$ cat src/pcg_pkg.sv
// constants and helpers shared by the peripheral clock gating block
package pcg_pkg;

    // register byte offsets on the wishbone bus
    localparam logic [7:0] PCG_OFS_GATE_ZERO  = 8'h00;
    localparam logic [7:0] PCG_OFS_GATE_ONE   = 8'h04;
    localparam logic [7:0] PCG_OFS_GATE_TWO   = 8'h08;
    localparam logic [7:0] PCG_OFS_FAST_DIV   = 8'h0c;
    localparam logic [7:0] PCG_OFS_SLOW_DIV   = 8'h10;
    localparam logic [7:0] PCG_OFS_WR_GATE    = 8'h14;

    // field positions
    localparam int PCG_SYNC_BIT      = 2;
    localparam int PCG_WR_GATE_BIT   = 0;
    localparam int PCG_CAP1_BIT      = 8;
    localparam int PCG_CAP2_BIT      = 9;

    // writable bits; 13:12 of gate one and 15:8 of gate two read zero
    localparam logic [15:0] PCG_GATE_ONE_MASK = 16'hcfff;
    localparam logic [15:0] PCG_GATE_TWO_MASK = 16'h00ff;
    localparam logic [15:0] PCG_DIV_MASK      = 16'h0007;

    // values after reset
    localparam logic [15:0] PCG_GATE_RST      = 16'h0000;
    localparam logic [2:0]  PCG_FAST_DIV_RST  = 3'h1;
    localparam logic [2:0]  PCG_SLOW_DIV_RST  = 3'h2;

    // cycles between ticks minus one: code 0 gives every cycle,
    // otherwise 2*code cycles
    function automatic logic [3:0] pcg_div_limit(input logic [2:0] sel);
        logic [3:0] lim;
        lim = 4'h0;
        if (sel != 3'h0)
        begin
            lim = {sel, 1'b0} - 4'h1;
        end
        return lim;
    endfunction

endpackage

$ cat src/pcg_clk_divider.sv
// ratio divider producing a one-cycle clock tick
`timescale 1ns/1ps
`default_nettype none
module pcg_clk_divider
    import pcg_pkg::*;
#(
    parameter logic [2:0] RESET_SEL = 3'h1
)
(
    input  wire logic       i_core_clk,
    input  wire logic       i_rst,
    input  wire logic [2:0] i_sel,
    output logic            o_tick
);

    typedef struct packed {
        logic [3:0] cnt;
        logic       tick;
    } pcg_div_state_t;

    pcg_div_state_t st_reg;
    pcg_div_state_t st_next;

    always_comb
    begin
        st_next = st_reg;
        // new ratio only taken at the period boundary, never mid-period
        if (st_reg.cnt == 4'h0)
        begin
            st_next.cnt  = pcg_div_limit(i_sel);
            st_next.tick = 1'b1;
        end
        else
        begin
            st_next.cnt  = st_reg.cnt - 4'h1;
            st_next.tick = 1'b0;
        end
    end

    always_ff @(posedge i_core_clk or posedge i_rst)
    begin
        if (i_rst)
        begin
            st_reg <= '{cnt: 4'h0, tick: 1'b0};
        end
        else
        begin
            st_reg <= st_next;
        end
    end

    assign o_tick = st_reg.tick;

endmodule // pcg_clk_divider
`default_nettype wire

$ cat src/pcg_clock_ctrl.sv
// peripheral clock gating and prescaler registers on wishbone
// Functional notes
// - bit 8 gates capture unit 1, bit 9 capture unit 2; 1 runs.
// - gate one bits 7..3 gate pwm units 8..4.
// - gate one bits 2..0 gate pwm units 3..1.
// - all gate one enables are zero after reset.
// - pwm time-base runs only with unit enable and sync bit set.
// - sync low stops time-bases; setting it starts them aligned.
// - gate two bits 7..0 enable pwm units 16..9; 15:8 reserved.
// - gate two enables reset to zero and are software clearable.
// - fast divider field 2..0 divides by twice code, 0 undivided.
// - codes 000..111 give ratios 1,2,4,6,8,10,12,14.
// - fast divider field resets to 001, half system clock.
// - gating and divider writes only land while protection lifted.
// - slow divider same encoding, resets to 010, divide by four.
//
// Added by the designer: the Wishbone register port and the address map.
`timescale 1ns/1ps
`default_nettype none
module pcg_clock_ctrl
    import pcg_pkg::*;
(
    input  wire logic        i_core_clk,
    input  wire logic        i_rst,
    input  wire logic        i_wb_cyc,
    input  wire logic        i_wb_stb,
    input  wire logic        i_wb_we,
    input  wire logic [7:0]  i_wb_adr,
    input  wire logic [3:0]  i_wb_sel,
    input  wire logic [31:0] i_wb_dat,
    output logic      [31:0] o_wb_dat,
    output logic             o_wb_ack,
    output logic      [1:0]  o_capture_clk_en,
    output logic      [15:0] o_pwm_clk_en,
    output logic      [15:0] o_pwm_timebase_clk_en,
    output logic             o_fast_periph_clock_tick,
    output logic             o_slow_periph_clock_tick
);

    typedef struct packed {
        logic        first;
        logic        ack;
        logic [31:0] rdata;
        logic        wr_open;
        logic        sync;
        logic [15:0] gate_one;
        logic [7:0]  gate_two;
        logic [2:0]  fast_sel;
        logic [2:0]  slow_sel;
        logic [1:0]  cap_en;
        logic [15:0] pwm_en;
        logic [15:0] tb_en;
    } pcg_state_t;

    pcg_state_t st_reg;
    pcg_state_t st_next;

    logic       wr_commit;
    logic       prot_commit;
    logic [15:0] old_word;

    // byte-lane merge of a 16-bit register
    function automatic logic [15:0] merge16(input logic [15:0] old,
                                            input logic [31:0] wdat,
                                            input logic [3:0]  sel,
                                            input logic [15:0] mask);
        logic [15:0] v;
        v = old;
        if (sel[0])
        begin
            v[7:0] = wdat[7:0];
        end
        if (sel[1])
        begin
            v[15:8] = wdat[15:8];
        end
        return v & mask;
    endfunction

    // write lands on the edge where the master sees ack
    assign wr_commit   = i_wb_cyc && i_wb_stb && i_wb_we && st_reg.ack;
    assign prot_commit = wr_commit && st_reg.wr_open;

    always_comb
    begin
        st_next       = st_reg;
        st_next.first = 1'b0;
        st_next.ack   = i_wb_cyc && i_wb_stb && !st_reg.ack;
        old_word      = 16'h0000;
        case (i_wb_adr)
            PCG_OFS_GATE_ZERO: old_word = 16'(st_reg.sync) << PCG_SYNC_BIT;
            PCG_OFS_GATE_ONE:  old_word = st_reg.gate_one;
            PCG_OFS_GATE_TWO:  old_word = {8'h00, st_reg.gate_two};
            PCG_OFS_FAST_DIV:  old_word = {13'h0000, st_reg.fast_sel};
            PCG_OFS_SLOW_DIV:  old_word = {13'h0000, st_reg.slow_sel};
            PCG_OFS_WR_GATE:   old_word = {15'h0000, st_reg.wr_open};
            default:           old_word = 16'h0000;
        endcase
        // unmapped addresses are acked and read zero
        st_next.rdata = {16'h0000, old_word};
        if (wr_commit && i_wb_adr == PCG_OFS_WR_GATE && i_wb_sel[0])
        begin
            st_next.wr_open = i_wb_dat[PCG_WR_GATE_BIT];
        end
        if (prot_commit)
        begin
            case (i_wb_adr)
                PCG_OFS_GATE_ZERO:
                begin
                    if (i_wb_sel[0])
                    begin
                        st_next.sync = i_wb_dat[PCG_SYNC_BIT];
                    end
                end
                PCG_OFS_GATE_ONE:
                begin
                    st_next.gate_one = merge16(st_reg.gate_one, i_wb_dat,
                                               i_wb_sel, PCG_GATE_ONE_MASK);
                end
                PCG_OFS_GATE_TWO:
                begin
                    st_next.gate_two = 8'(merge16({8'h00, st_reg.gate_two},
                                       i_wb_dat, i_wb_sel,
                                       PCG_GATE_TWO_MASK));
                end
                PCG_OFS_FAST_DIV:
                begin
                    st_next.fast_sel = 3'(merge16({13'h0000,
                                       st_reg.fast_sel}, i_wb_dat,
                                       i_wb_sel, PCG_DIV_MASK));
                end
                PCG_OFS_SLOW_DIV:
                begin
                    st_next.slow_sel = 3'(merge16({13'h0000,
                                       st_reg.slow_sel}, i_wb_dat,
                                       i_wb_sel, PCG_DIV_MASK));
                end
                default:
                begin
                    st_next.sync = st_reg.sync;
                end
            endcase
        end
        // enables are registered levels, so a gate change never chops
        // a clock pulse downstream
        st_next.cap_en = {st_reg.gate_one[PCG_CAP2_BIT],
                          st_reg.gate_one[PCG_CAP1_BIT]};
        st_next.pwm_en = {st_reg.gate_two,
                          st_reg.gate_one[7:0]};
        // one shared sync flop starts every time-base on the same edge
        st_next.tb_en  = st_next.pwm_en & {16{st_reg.sync}};
    end

    always_ff @(posedge i_core_clk or posedge i_rst)
    begin
        if (i_rst)
        begin
            st_reg          <= '0;
            st_reg.first    <= 1'b1;
            st_reg.fast_sel <= PCG_FAST_DIV_RST;
            st_reg.slow_sel <= PCG_SLOW_DIV_RST;
            st_reg.gate_one <= PCG_GATE_RST;
        end
        else
        begin
            st_reg <= st_next;
        end
    end

    pcg_clk_divider #(
        .RESET_SEL (PCG_FAST_DIV_RST)
    ) u_fast_div (
        .i_core_clk (i_core_clk),
        .i_rst      (i_rst),
        .i_sel      (st_reg.fast_sel),
        .o_tick     (o_fast_periph_clock_tick)
    );

    pcg_clk_divider #(
        .RESET_SEL (PCG_SLOW_DIV_RST)
    ) u_slow_div (
        .i_core_clk (i_core_clk),
        .i_rst      (i_rst),
        .i_sel      (st_reg.slow_sel),
        .o_tick     (o_slow_periph_clock_tick)
    );

    assign o_wb_dat              = st_reg.rdata;
    assign o_wb_ack              = st_reg.ack;
    assign o_capture_clk_en      = st_reg.cap_en;
    assign o_pwm_clk_en          = st_reg.pwm_en;
    assign o_pwm_timebase_clk_en = st_reg.tb_en;

    logic gate_one_wr;
    assign gate_one_wr = prot_commit && i_wb_adr == PCG_OFS_GATE_ONE
                         && i_wb_sel[1:0] == 2'b11;

    property p_cap_gate;
        @(posedge i_core_clk) disable iff (i_rst)
        gate_one_wr |=> ##1 o_capture_clk_en == $past(i_wb_dat[9:8], 2);
    endproperty
    a_cap_gate: assert property (p_cap_gate)
        else $error("capture enable does not follow write");

    property p_pwm_hi;
        @(posedge i_core_clk) disable iff (i_rst)
        gate_one_wr |=> ##1 o_pwm_clk_en[7:3] == $past(i_wb_dat[7:3], 2);
    endproperty
    a_pwm_hi: assert property (p_pwm_hi)
        else $error("pwm 4..8 enable does not follow write");

    property p_pwm_lo;
        @(posedge i_core_clk) disable iff (i_rst)
        gate_one_wr |=> ##1 o_pwm_clk_en[2:0] == $past(i_wb_dat[2:0], 2);
    endproperty
    a_pwm_lo: assert property (p_pwm_lo)
        else $error("pwm 1..3 enable does not follow write");

    property p_rst_zero;
        @(posedge i_core_clk) disable iff (i_rst)
        st_reg.first |-> o_pwm_clk_en == 16'h0000
            && o_capture_clk_en == 2'h0 && st_reg.fast_sel == 3'h1;
    endproperty
    a_rst_zero: assert property (p_rst_zero)
        else $error("enables or divider wrong after reset");

    property p_tb_and;
        @(posedge i_core_clk) disable iff (i_rst)
        !st_reg.first |=> o_pwm_timebase_clk_en ==
            ({$past(st_reg.gate_two), $past(st_reg.gate_one[7:0])}
             & {16{$past(st_reg.sync)}});
    endproperty
    a_tb_and: assert property (p_tb_and)
        else $error("time-base enable not unit enable and sync");

    property p_sync_off;
        @(posedge i_core_clk) disable iff (i_rst)
        !st_reg.sync [*2] |-> o_pwm_timebase_clk_en == 16'h0000;
    endproperty
    a_sync_off: assert property (p_sync_off)
        else $error("time-base running while sync low");

    property p_gate_two;
        @(posedge i_core_clk) disable iff (i_rst)
        (prot_commit && i_wb_adr == PCG_OFS_GATE_TWO && i_wb_sel[0])
            |=> ##1 o_pwm_clk_en[15:8] == $past(i_wb_dat[7:0], 2);
    endproperty
    a_gate_two: assert property (p_gate_two)
        else $error("pwm 9..16 enable does not follow write");

    property p_locked;
        @(posedge i_core_clk) disable iff (i_rst)
        (wr_commit && !st_reg.wr_open) |=> $stable(st_reg.gate_one)
            && $stable(st_reg.gate_two) && $stable(st_reg.fast_sel)
            && $stable(st_reg.slow_sel) && $stable(st_reg.sync);
    endproperty
    a_locked: assert property (p_locked)
        else $error("protected register changed while locked");

    // the divider reloads from the code seen one cycle before the tick
    property p_fast_half;
        @(posedge i_core_clk) disable iff (i_rst)
        (o_fast_periph_clock_tick && $past(st_reg.fast_sel) == 3'h1)
            |=> !o_fast_periph_clock_tick ##1 o_fast_periph_clock_tick;
    endproperty
    a_fast_half: assert property (p_fast_half)
        else $error("fast divide by two period wrong");

    property p_slow_quarter;
        @(posedge i_core_clk) disable iff (i_rst)
        (o_slow_periph_clock_tick && $past(st_reg.slow_sel) == 3'h2)
            |=> !o_slow_periph_clock_tick [*3] ##1 o_slow_periph_clock_tick;
    endproperty
    a_slow_quarter: assert property (p_slow_quarter)
        else $error("slow divide by four period wrong");

    property p_no_runt;
        @(posedge i_core_clk) disable iff (i_rst)
        (o_fast_periph_clock_tick && $past(st_reg.fast_sel) != 3'h0)
            |=> !o_fast_periph_clock_tick;
    endproperty
    a_no_runt: assert property (p_no_runt)
        else $error("fast tick period cut short");

    property p_fast_six;
        @(posedge i_core_clk) disable iff (i_rst)
        (o_fast_periph_clock_tick && $past(st_reg.fast_sel) == 3'h3)
            |=> !o_fast_periph_clock_tick [*5] ##1 o_fast_periph_clock_tick;
    endproperty
    a_fast_six: assert property (p_fast_six)
        else $error("fast divide by six period wrong");

    property p_slow_undiv;
        @(posedge i_core_clk) disable iff (i_rst)
        (o_slow_periph_clock_tick && $past(st_reg.slow_sel) == 3'h0)
            |=> o_slow_periph_clock_tick;
    endproperty
    a_slow_undiv: assert property (p_slow_undiv)
        else $error("slow undivided clock missed a cycle");

    property p_div_rsvd;
        @(posedge i_core_clk) disable iff (i_rst)
        (o_wb_ack && (i_wb_adr == PCG_OFS_FAST_DIV
                      || i_wb_adr == PCG_OFS_SLOW_DIV))
            |-> o_wb_dat[31:3] == 29'h0;
    endproperty
    a_div_rsvd: assert property (p_div_rsvd)
        else $error("divider reserved bits read nonzero");

    c_unlocked_write: cover property (@(posedge i_core_clk)
        disable iff (i_rst) prot_commit);
    c_locked_write: cover property (@(posedge i_core_clk)
        disable iff (i_rst) wr_commit && !st_reg.wr_open);
    c_tb_start: cover property (@(posedge i_core_clk)
        disable iff (i_rst) $rose(o_pwm_timebase_clk_en != 16'h0000));
    c_fast_undiv: cover property (@(posedge i_core_clk)
        disable iff (i_rst) st_reg.fast_sel == 3'h0
        && o_fast_periph_clock_tick);

endmodule // pcg_clock_ctrl
`default_nettype wire

$ cat config.mk
export PLATFORM = sky130hd
export DESIGN_NAME = pcg_clock_ctrl
export DESIGN_NICKNAME = d
export VERILOG_FILES = /design/src/pcg_pkg.sv /design/src/pcg_clk_divider.sv /design/src/pcg_clock_ctrl.sv
export SDC_FILE = /design/constraint.sdc
export NUM_CORES = 1
export LEC_CHECK = 0
export BUFFER_PORTS_ARGS = -buffer_cell sky130_fd_sc_hd__buf_4
export CORE_ASPECT_RATIO = 1.25
export CORE_MARGIN = 5
export CORE_UTILIZATION = 45
export CTS_CLUSTER_DIAMETER = 50
export DETAILED_ROUTE_END_ITERATION = 7
export HOLD_SLACK_MARGIN = 0.15
export PLACE_DENSITY = 0.7
export SYNTH_ARGS = -nofsm -noshare
export SYNTH_HDL_FRONTEND = slang
export SYNTH_SLANG_ARGS = --single-unit
$ cat constraint.sdc
create_clock -name i_core_clk -period 7.6 [get_ports i_core_clk]
set_input_delay 0.76 -clock i_core_clk [delete_from_list [all_inputs] [get_ports i_core_clk]]
set_output_delay 0.76 -clock i_core_clk [all_outputs]
set_load 0.01 [all_outputs]
==> metrics.cfg, run 1 <==
[synthesis]
synth_area_leaders = dfrtp_1 (55%), buf_4 (13%), mux2_2 (8.8%)
ys_ff_latch = 89
synthTopCellsByCount = dfrtp_1 (87), buf_4 (66), mux2_2 (31)
synth-edff-count = 0
synth_top_area_frac = 0.5519
yosysSeqAreaShare = 0.5652
syn_inst = 313
yosysWarnings = 0
ys_types = 45
async_flop_share = 1.000
synth_top_flop_cell = dfrtp_1
syn_avg_cell_area_sq_um = 12.60
synth.most_common_cell = dfrtp_1
syn-cell-area_sq_um = 3945
synth_top_area_cell = dfrtp_1

[critical_path]
required_ns = 7.85
end_kind = flip-flop
rr_worst_depth = 3
r2r_end = st_next[19]
crit_path_start_kind = primary input
crit_type = primary input to flip-flop
crit_fanout = 12
reg2reg_slack_ns = 5.52
reg2reg_from = o_wb_ack
cp.arrival_ns = 2.77

[clock_network]
clk_latency_ns = 0.36
path_clk_slew_ns = 0.09
cts-root-buf = clkbuf_8
postCtsSetupBuffers = 0
cts_buffers = 9
h-tree-depth = 3
cts.sinks = 89
postCtsResizedCells = 0
cts_buffer_depth = 2
cts_tree = built
hold_buffers = 0

[final_layout]
fin_nets = 402
largest_reg_flops = 18
n_fill_cell = 765
drive_above_1_share = 0.3983
area_delta_synth_final_pct = 13.23
regArea_sq_um = 2230
antenna_cells = 0
multi_input_area_sq_um = 1229

[floorplan]
io_pins = 118
die_x_um = 93.75
start_util = 0.4584
coreArea_sq_um = 8606
rows = 38
die_h_um = 114.7
die_area_sq_um = 10750

[sta]
finalCritPeriodShare = 0.3317
fmax_ghz = 0.3967
hold_viol_final = 0
setup_ws_ns = 5.079
tightestPinTransition_ns = 1.084
drv_slew = 0
holdWs_ns = 0.3968
rsz0062_at_grt = false
skew_ns = 0.007540
timing.setup.tns_ns = 0
slew_headroom = 0.2772
setup_violations = 0
period_minus_slack_ns = 2.521

[min_path]
hold_class = flip-flop to flip-flop
min_path_cells = 0
hp-start = st_next[32]
min_to = o_capture_clk_en[0]

[grt]
grt_max_degree = 90
grt_pass1_wl_um = 11290
grt_usage = 0.1370
antenna_found_initial = 0
grt_pass1_vias = 2279
grt_overflow_total = 0

[detailed_routing]
routed_via_density = 4.648
drtAntennaViolNets = 0
drc = 0
drt-initial-drc-count = 65
via_count = 2203
wirelength_um = 6877
routedWlPerCell_um = 14.51
dr.pass1.iters = 4

[placed_design]
place.port_buffers = 79
dp_slack_ns = 4.635
gp_congestion = 0.7350
place_hpwl_um = 4870

[power_and_ir_drop]
cellPowerDensity_nw_per_um2 = 224.7
leakage_nw = 2.275
total_power_mw = 1.004
peakVddDrop_mv = 0.1262

[status]
status = finished clean

[flow_run]
cap_violations = 0

[where the power goes]
part           switching (mW)  internal, mW  total (mW)
sequential             0.0198         0.500       0.520
clock                   0.171         0.188       0.359
combinational          0.0637        0.0608       0.125
total                   0.254         0.749        1.00
[worst max-delay path, stage by stage]
cell and delay, ns:
buf_4 0.15, or4_1 0.73, nor4_4 0.71, mux2_2 0.41
[layer usage]
| metal | part of all wire | GRT usage | vias to the layer above |
|---|---|---|---|
| li1 | - | - | 1054 |
| met1 | 0.43 | 0.1716 | 1073 |
| met2 | 0.49 | 0.2170 | 69 |
| met3 | 0.072 | 0.04339 | 7 |
| met4 | 0.016 | 0.06069 | 0 |
| met5 | 0 | 0 | - |
[cell usage in the layout (no fill, tap or decap), types with 3 or more instances in the layout]
| cell | netlist | layout |
|---|---|---|
| mux2_1 | 3 | 3 |
| a22oi_1 | 5 | 5 |
| buf_4 | 66 | 80 |
| conb_1 | 1 | 18 |
| inv_1 | 8 | 7 |
| and2_1 | 22 | 22 |
| nor3_1 | 3 | 3 |
| nor4_4 | 3 | 3 |
| or2_2 | 3 | 3 |
| dfrtp_1 | 87 | 87 |
| nand3b_1 | 4 | 4 |
| nand2_1 | 5 | 5 |
| clkbuf_8 | 0 | 9 |
| nor2_1 | 12 | 12 |
| a21oi_1 | 6 | 6 |
| o21ai_0 | 3 | 3 |
| ha_1 | 4 | 4 |
| nor2b_1 | 3 | 3 |
| mux2_2 | 31 | 31 |
| mux2i_1 | 5 | 5 |
| or4_1 | 4 | 4 |
[through the flow]
stage	cell area (sq um)	instances	utilization
floorplan	4009	330	-
global placement	4240	458	0.4927
detailed placement	4240	458	0.4927
CTS	4467	474	0.5190
global route	4467	474	0.5190
finish	4467	474	0.5190
[cell families (layout without fill, tap and decap cells)]
| family | count (synthesis) | count (layout) | synth area share |
|---|---|---|---|
| simple gates | 77 | 77 | 0.1323 |
| compound gates | 23 | 23 | 0.03965 |
| flops | 89 | 89 | 0.5652 |
| mux | 39 | 39 | 0.1097 |
| fa+ha+maj | 4 | 4 | 0.01269 |
| other cells | 1 | 18 | 0.0009506 |
| buf+inv | 80 | 104 | 0.1396 |
[worst max path at each step]
stage / startpoint / to / slack (ns) / cells past startpoint
floorplan: i_rst / o_capture_clk_en[0] / 4.54 / 1
global placement: i_wb_adr[4] / st_next[25] / 4.69 / 4
detailed placement: i_wb_adr[4] / st_next[19] / 4.64 / 4
CTS: i_wb_adr[4] / st_next[19] / 5.02 / 4
global route: i_wb_adr[4] / st_next[20] / 5.01 / 4
finish: i_wb_adr[4] / st_next[19] / 5.08 / 4
[area by class of cell]
cell class,instances,area share
repair buffers,80,0.1345
flip-flops and latches,89,0.4992
well taps,120,0.03361
inverters,8,0.007003
multi-input cells,161,0.2751
clock inverters,7,0.02297
clock buffers,9,0.02773
No activity file was read; power rests on OpenSTA's default activity.
==> inputs of run 2 (changes only) <==
clock period = 2.6 ns   (was 7.6 ns; I/O delays follow)
==> metrics.cfg, run 2 (same netlist as run 1, synthesis figures left out) <==
[final_layout]
stdcell_count = 488
fin_nets = 418
multi_input_area_sq_um = 1229
postLayoutCoreUtil = 0.5336
n_fill_cell = 741
final_cell_mix = dfrtp_1 (87), buf_4 (81), mux2_2 (31)
area_delta_synth_final_pct = 16.40
final_common_cell = dfrtp_1
drive_above_1_share = 0.3804
antenna_cells = 0
design_area_sq_um = 4592
largest_reg_flops = 18
regArea_sq_um = 2230

[clock_network]
cts_tree = built
postCtsResizedCells = 0
h-tree-depth = 3
cts.sinks = 89
cts_buffers = 9
postCtsSetupBuffers = 0
hold_buffers = 14
cts_buffer_depth = 2
clk_latency_ns = 0.35
path_clk_slew_ns = 0.08
cts-root-buf = clkbuf_8

[detailed_routing]
drc = 0
dr.pass1.iters = 4
routedWlPerCell_um = 14.38
routed_via_density = 4.678
drtAntennaViolNets = 0
wirelength_um = 7017
drt-initial-drc-count = 80
via_count = 2283

[sta]
setup_ws_ns = 0.4708
holdWs_ns = 0.1687
fmax_ghz = 0.4697
drv_slew = 0
timing.setup.tns_ns = 0
slew_headroom = 0.4088
finalCritPeriodShare = 0.8189
hold_viol_final = 0
rsz0062_at_grt = false
tightestPinTransition_ns = 0.8868
setup_violations = 0
period_minus_slack_ns = 2.129
skew_ns = 0.007370

[grt]
grt_overflow_total = 0
antenna_found_initial = 0
grt_pass1_wl_um = 11360
grt_pass1_vias = 2343
grt_usage = 0.1371
grt_max_degree = 52

[floorplan]
die_h_um = 114.7
die_x_um = 93.75
rows = 38
start_util = 0.4584
die_area_sq_um = 10750
io_pins = 118
coreArea_sq_um = 8606

[critical_path]
crit_fanout = 7
crit_type = primary input to flip-flop
required_ns = 2.84
critPathTopFamily = simple AND/OR/NAND/NOR gates
worstPathCellList = dlygate4sd3_1 -> buf_4 -> nand4_1 -> or4_1 -> mux2_2
crit_path_start_kind = primary input
slowest_delay_ns = 0.76
critical_path_buf_inv_count = 2
cp_num_cells = 5
end_kind = flip-flop
cp_slowest_cell = or4_1
cp.arrival_ns = 2.37
rr_worst_depth = 3

[power_and_ir_drop]
peakVddDrop_mv = 0.4054
cellPowerDensity_nw_per_um2 = 609.7
total_power_mw = 2.800
leakage_nw = 2.329

[status]
status = finished clean

[placed_design]
place.port_buffers = 79
place_hpwl_um = 5081
gp_congestion = 0.7466
dp_slack_ns = 0.3480
place_area_sq_um = 4268
dp_cells = 460

[min_path]
hold_class = primary input to flip-flop
min_path_cells = 2

[flow_run]
cap_violations = 0

==> run 2: cell count changes in the layout (fill, tap and decap cells not counted), sizes merged <==
cell and change:
dlygate4sd3 +14, buf +2, clkbuf +2, inv -2
bufinv -1, clkinv -1
==> run 2: routing by layer <==
layer	up-vias	share of wire	GRT usage	wire (um)
met4	0	0.021	0.06262	144
met1	1110	0.39	0.1605	2717
met5	-	0	0	0
met2	78	0.51	0.2312	3612
li1	1081	-	-	-
met3	14	0.077	0.04011	543
==> run 2: worst reg2reg max path, cell delays in order, from the launching register on <==
cell	delay (ns)
dfrtp_1	0.38
nand4_1	0.42
or4_1	0.76
mux2_2	0.31
==> run 2: final cells by class <==
class,instances,share of cell area
Clock buffer,11,0.03079
Clock inverter,3,0.009264
Inverter,8,0.006812
Multi-Input combinational cell,161,0.2676
Sequential cell,89,0.4856
Tap cell,120,0.03270
Timing Repair Buffer,96,0.1673
==> run 2: final timing paths <==
| path | from | endpoint | slack [ns] |
|---|---|---|---|
| worst max-delay path | i_wb_stb | st_reg[36] | 0.47 |
| worst min register to register | st_next[32] | o_capture_clk_en[0] | 0.41 |
| worst max register to register | o_wb_ack | st_reg[36] | 0.63 |
| max in group asynchronous | i_rst | o_pwm_timebase_clk_en[12] | 1.28 |
| min in group asynchronous | i_rst | o_wb_dat[15] | 0.61 |
| worst min-delay path | i_wb_dat[1] | st_next[17] | 0.17 |
==> run 2: report_power, final <==
group | total (mW) | internal, mW | switching [mW]
clock network | 0.900 | 0.459 | 0.441
logic | 0.385 | 0.195 | 0.190
registers | 1.52 | 1.46 | 0.0542
==> inputs of run 3 (changes only) <==
ABC_AREA = 1   (was not set)
clock period = 2 ns   (was 2.6 ns; I/O delays follow)
==> metrics.cfg, run 3 <==
[critical_path]
critPathTopFamily = buffers and inverters
reg2reg_slack_ns = 0.61
critical_path_buf_inv_count = 3
slowest_delay_ns = 0.54
crit_fanout = 8
required_ns = 2.24
rr_worst_depth = 6
cp.arrival_ns = 1.72
end_kind = flip-flop
crit_type = primary input to flip-flop
worstPathCellList = dlygate4sd3_1 -> buf_4 -> nand2_2 -> nor2_4 -> nand3_4 -> inv_2 -> nand2_2 -> nand2_1 -> nand2_1
reg2reg_from = u_slow_div.st_reg[1]
cp_slowest_cell = dlygate4sd3_1
r2r_end = u_slow_div.st_reg[2]
crit_path_start_kind = primary input

[clock_network]
path_clk_slew_ns = 0.08
clk_latency_ns = 0.35
cts_buffers = 9
cts.sinks = 89
postCtsSetupBuffers = 0
h-tree-depth = 3
cts_tree = built
cts_buffer_depth = 2
cts-root-buf = clkbuf_8

[detailed_routing]
routed_via_density = 4.342
via_count = 2644
drc = 0
routedWlPerCell_um = 11.98
dr.pass1.iters = 4
drt-initial-drc-count = 117
wirelength_um = 7294
drtAntennaViolNets = 0

[synthesis]
synth-edff-count = 0
syn_avg_cell_area_sq_um = 9.475
synth_top_flop_cell = dfrtp_1
synth_xor_area_frac = 0.004320
ys_types = 32
synth-compound-area-share = 0.04042
syn_inst = 428
synthTopCellsByCount = nand2_1 (102), dfrtp_1 (87), buf_4 (67)
synth.most_common_cell = nand2_1
synth_top_area_frac = 0.5369
synth_area_leaders = dfrtp_1 (54%), buf_4 (12%), nand2_1 (9.4%)
synth_top_family_by_area = simple AND/OR/NAND/NOR gates
yosysSeqAreaShare = 0.5498
synth_fa_ha_area_frac = 0.01234
ys_ff_latch = 89
synth_top_area_cell = dfrtp_1
synthSimpleGateAreaFrac = 0.2095
synth.area.mux_share = 0
yosysWarnings = 0
syn-cell-area_sq_um = 4055
async_flop_share = 1.000

[grt]
antenna_found_initial = 0
grt_pass1_wl_um = 12130
grt_max_degree = 35
grt_pass1_vias = 2655
grt_usage = 0.1445
grt_overflow_total = 0

[sta]
fmax_ghz = 0.6779
period_minus_slack_ns = 1.475
timing.setup.tns_ns = 0
tightestPinTransition_ns = 0.6644
finalCritPeriodShare = 0.7376
rsz0062_at_grt = false
hold_viol_final = 0
setup_violations = 0
drv_slew = 0
skew_ns = 0.008361
slew_headroom = 0.5561

[final_layout]
fin_nets = 538
design_area_sq_um = 4721
area_delta_synth_final_pct = 16.41
drive_above_1_share = 0.2618
largest_reg_flops = 18
antenna_cells = 0
final_cell_mix = nand2_1 (102), dfrtp_1 (87), buf_4 (80)
final_common_cell = nand2_1

[placed_design]
place_area_sq_um = 4388
place.port_buffers = 79
place_hpwl_um = 5420
gp_congestion = 0.8347

[power_and_ir_drop]
seqPwrFrac = 0.564
switching_share = 0.2519
peakVddDrop_mv = 0.3496
power.switching_mw = 0.8701
combPwrFrac = 0.135
p_int_mw = 2.584
leakage_nw = 2.623
pwr-share-clk = 0.300
cellPowerDensity_nw_per_um2 = 731.7

[min_path]
min_to = st_reg[65]
min_path_cells = 5
hold_class = primary input to flip-flop
hp-start = i_wb_sel[0]

[floorplan]
rows = 38
io_pins = 118
start_util = 0.4635
die_h_um = 116.1
die_x_um = 94.91
coreArea_sq_um = 8748
die_area_sq_um = 11020

[status]
status = finished clean

[flow_run]
cap_violations = 0

-- run 3: cell count changes after synthesis, moves of 11 or more --
cell,previous run,this run
and2_1,22,0
inv_1,8,52
mux2_2,31,0
nand2_1,5,102
nand2_2,0,11
nand3_1,1,25
nor2_1,12,23
o21ai_0,3,14
-- run 3: area by class of cell --
type,count,area [sq um]
Clock buffer,12,145.1
Clock inverter,3,17.52
Fill cell,799,4028
Inverter,56,219.0
Multi-Input combinational cell,230,1149
Sequential cell,89,2230
Tap cell,120,150.1
Timing Repair Buffer,99,810.8
-- run 3: kinds of logic after synthesis --
family,Yosys count
buffers and inverters,126
AOI/OAI and AO/OA,29
and+or+nand+nor,177
adders and majority gates,4
xor gates and xnor gates,2
other,1
DFF,89
-- run 3: tightest hold or removal path: cells and delay by family --
family,cells,cell delay [ns]
compound gates,1,0.07
buf+inv,2,0.15
simple gates,2,0.13
-- run 3: worst max-delay path by stage --
| stage | from | end | slack, ns | cells past startpoint |
|---|---|---|---|---|
| 2_1_floorplan | i_rst | o_capture_clk_en[0] | 0.77 | 1 |
| 3_3_place_gp | i_wb_adr[1] | st_reg[63] | 0.65 | 8 |
| 3_5_place_dp | u_slow_div.st_reg[1] | u_slow_div.st_reg[2] | 0.62 | 6 |
| 4_1_cts | i_wb_stb | st_next[21] | 0.56 | 9 |
| 5_1_grt | u_slow_div.st_reg[1] | u_slow_div.st_reg[1] | 0.36 | 6 |
| 6_report | i_wb_stb | st_next[21] | 0.52 | 9 |
-- run 3: per-layer routing --
layer	GRT usage	wire, um	vias up
li1	-	-	1339
met1	0.1690	2894	1219
met2	0.2455	3768	75
met3	0.03608	452	11
met4	0.07411	179	0
met5	0	0	-
-- run 3: what timing repair did --
item	4_1_cts	5_1_grt
hold endpoints to repair	55	0
resized for setup	0	0
hold buffers	17	0
-- run 3: stage by stage --
step	power, mW	cells	hold WS [ns]	setup slack, ns	utilization
after CTS	3.502	609	0.2269	0.5630	0.5396
after detailed placement	2.431	577	0.3365	0.6167	0.5016
final	3.454	609	0.2390	0.5248	0.5396
after global placement	2.409	577	0.3275	0.6524	0.5016
after floorplan	2.299	445	0.3088	0.7659	-
after global routing	3.653	609	0.2570	0.3627	0.5396
-- run 3: power by group through the flow --
stage / Clock (mW) / Sequential [mW] / Combinational, mW
final: 1.04 / 1.95 / 0.467
after global routing: 1.16 / 1.96 / 0.533
after CTS: 1.08 / 1.95 / 0.474
after detailed placement: 0 / 1.99 / 0.444
after global placement: 0 / 1.98 / 0.425
after floorplan: 0 / 1.99 / 0.313
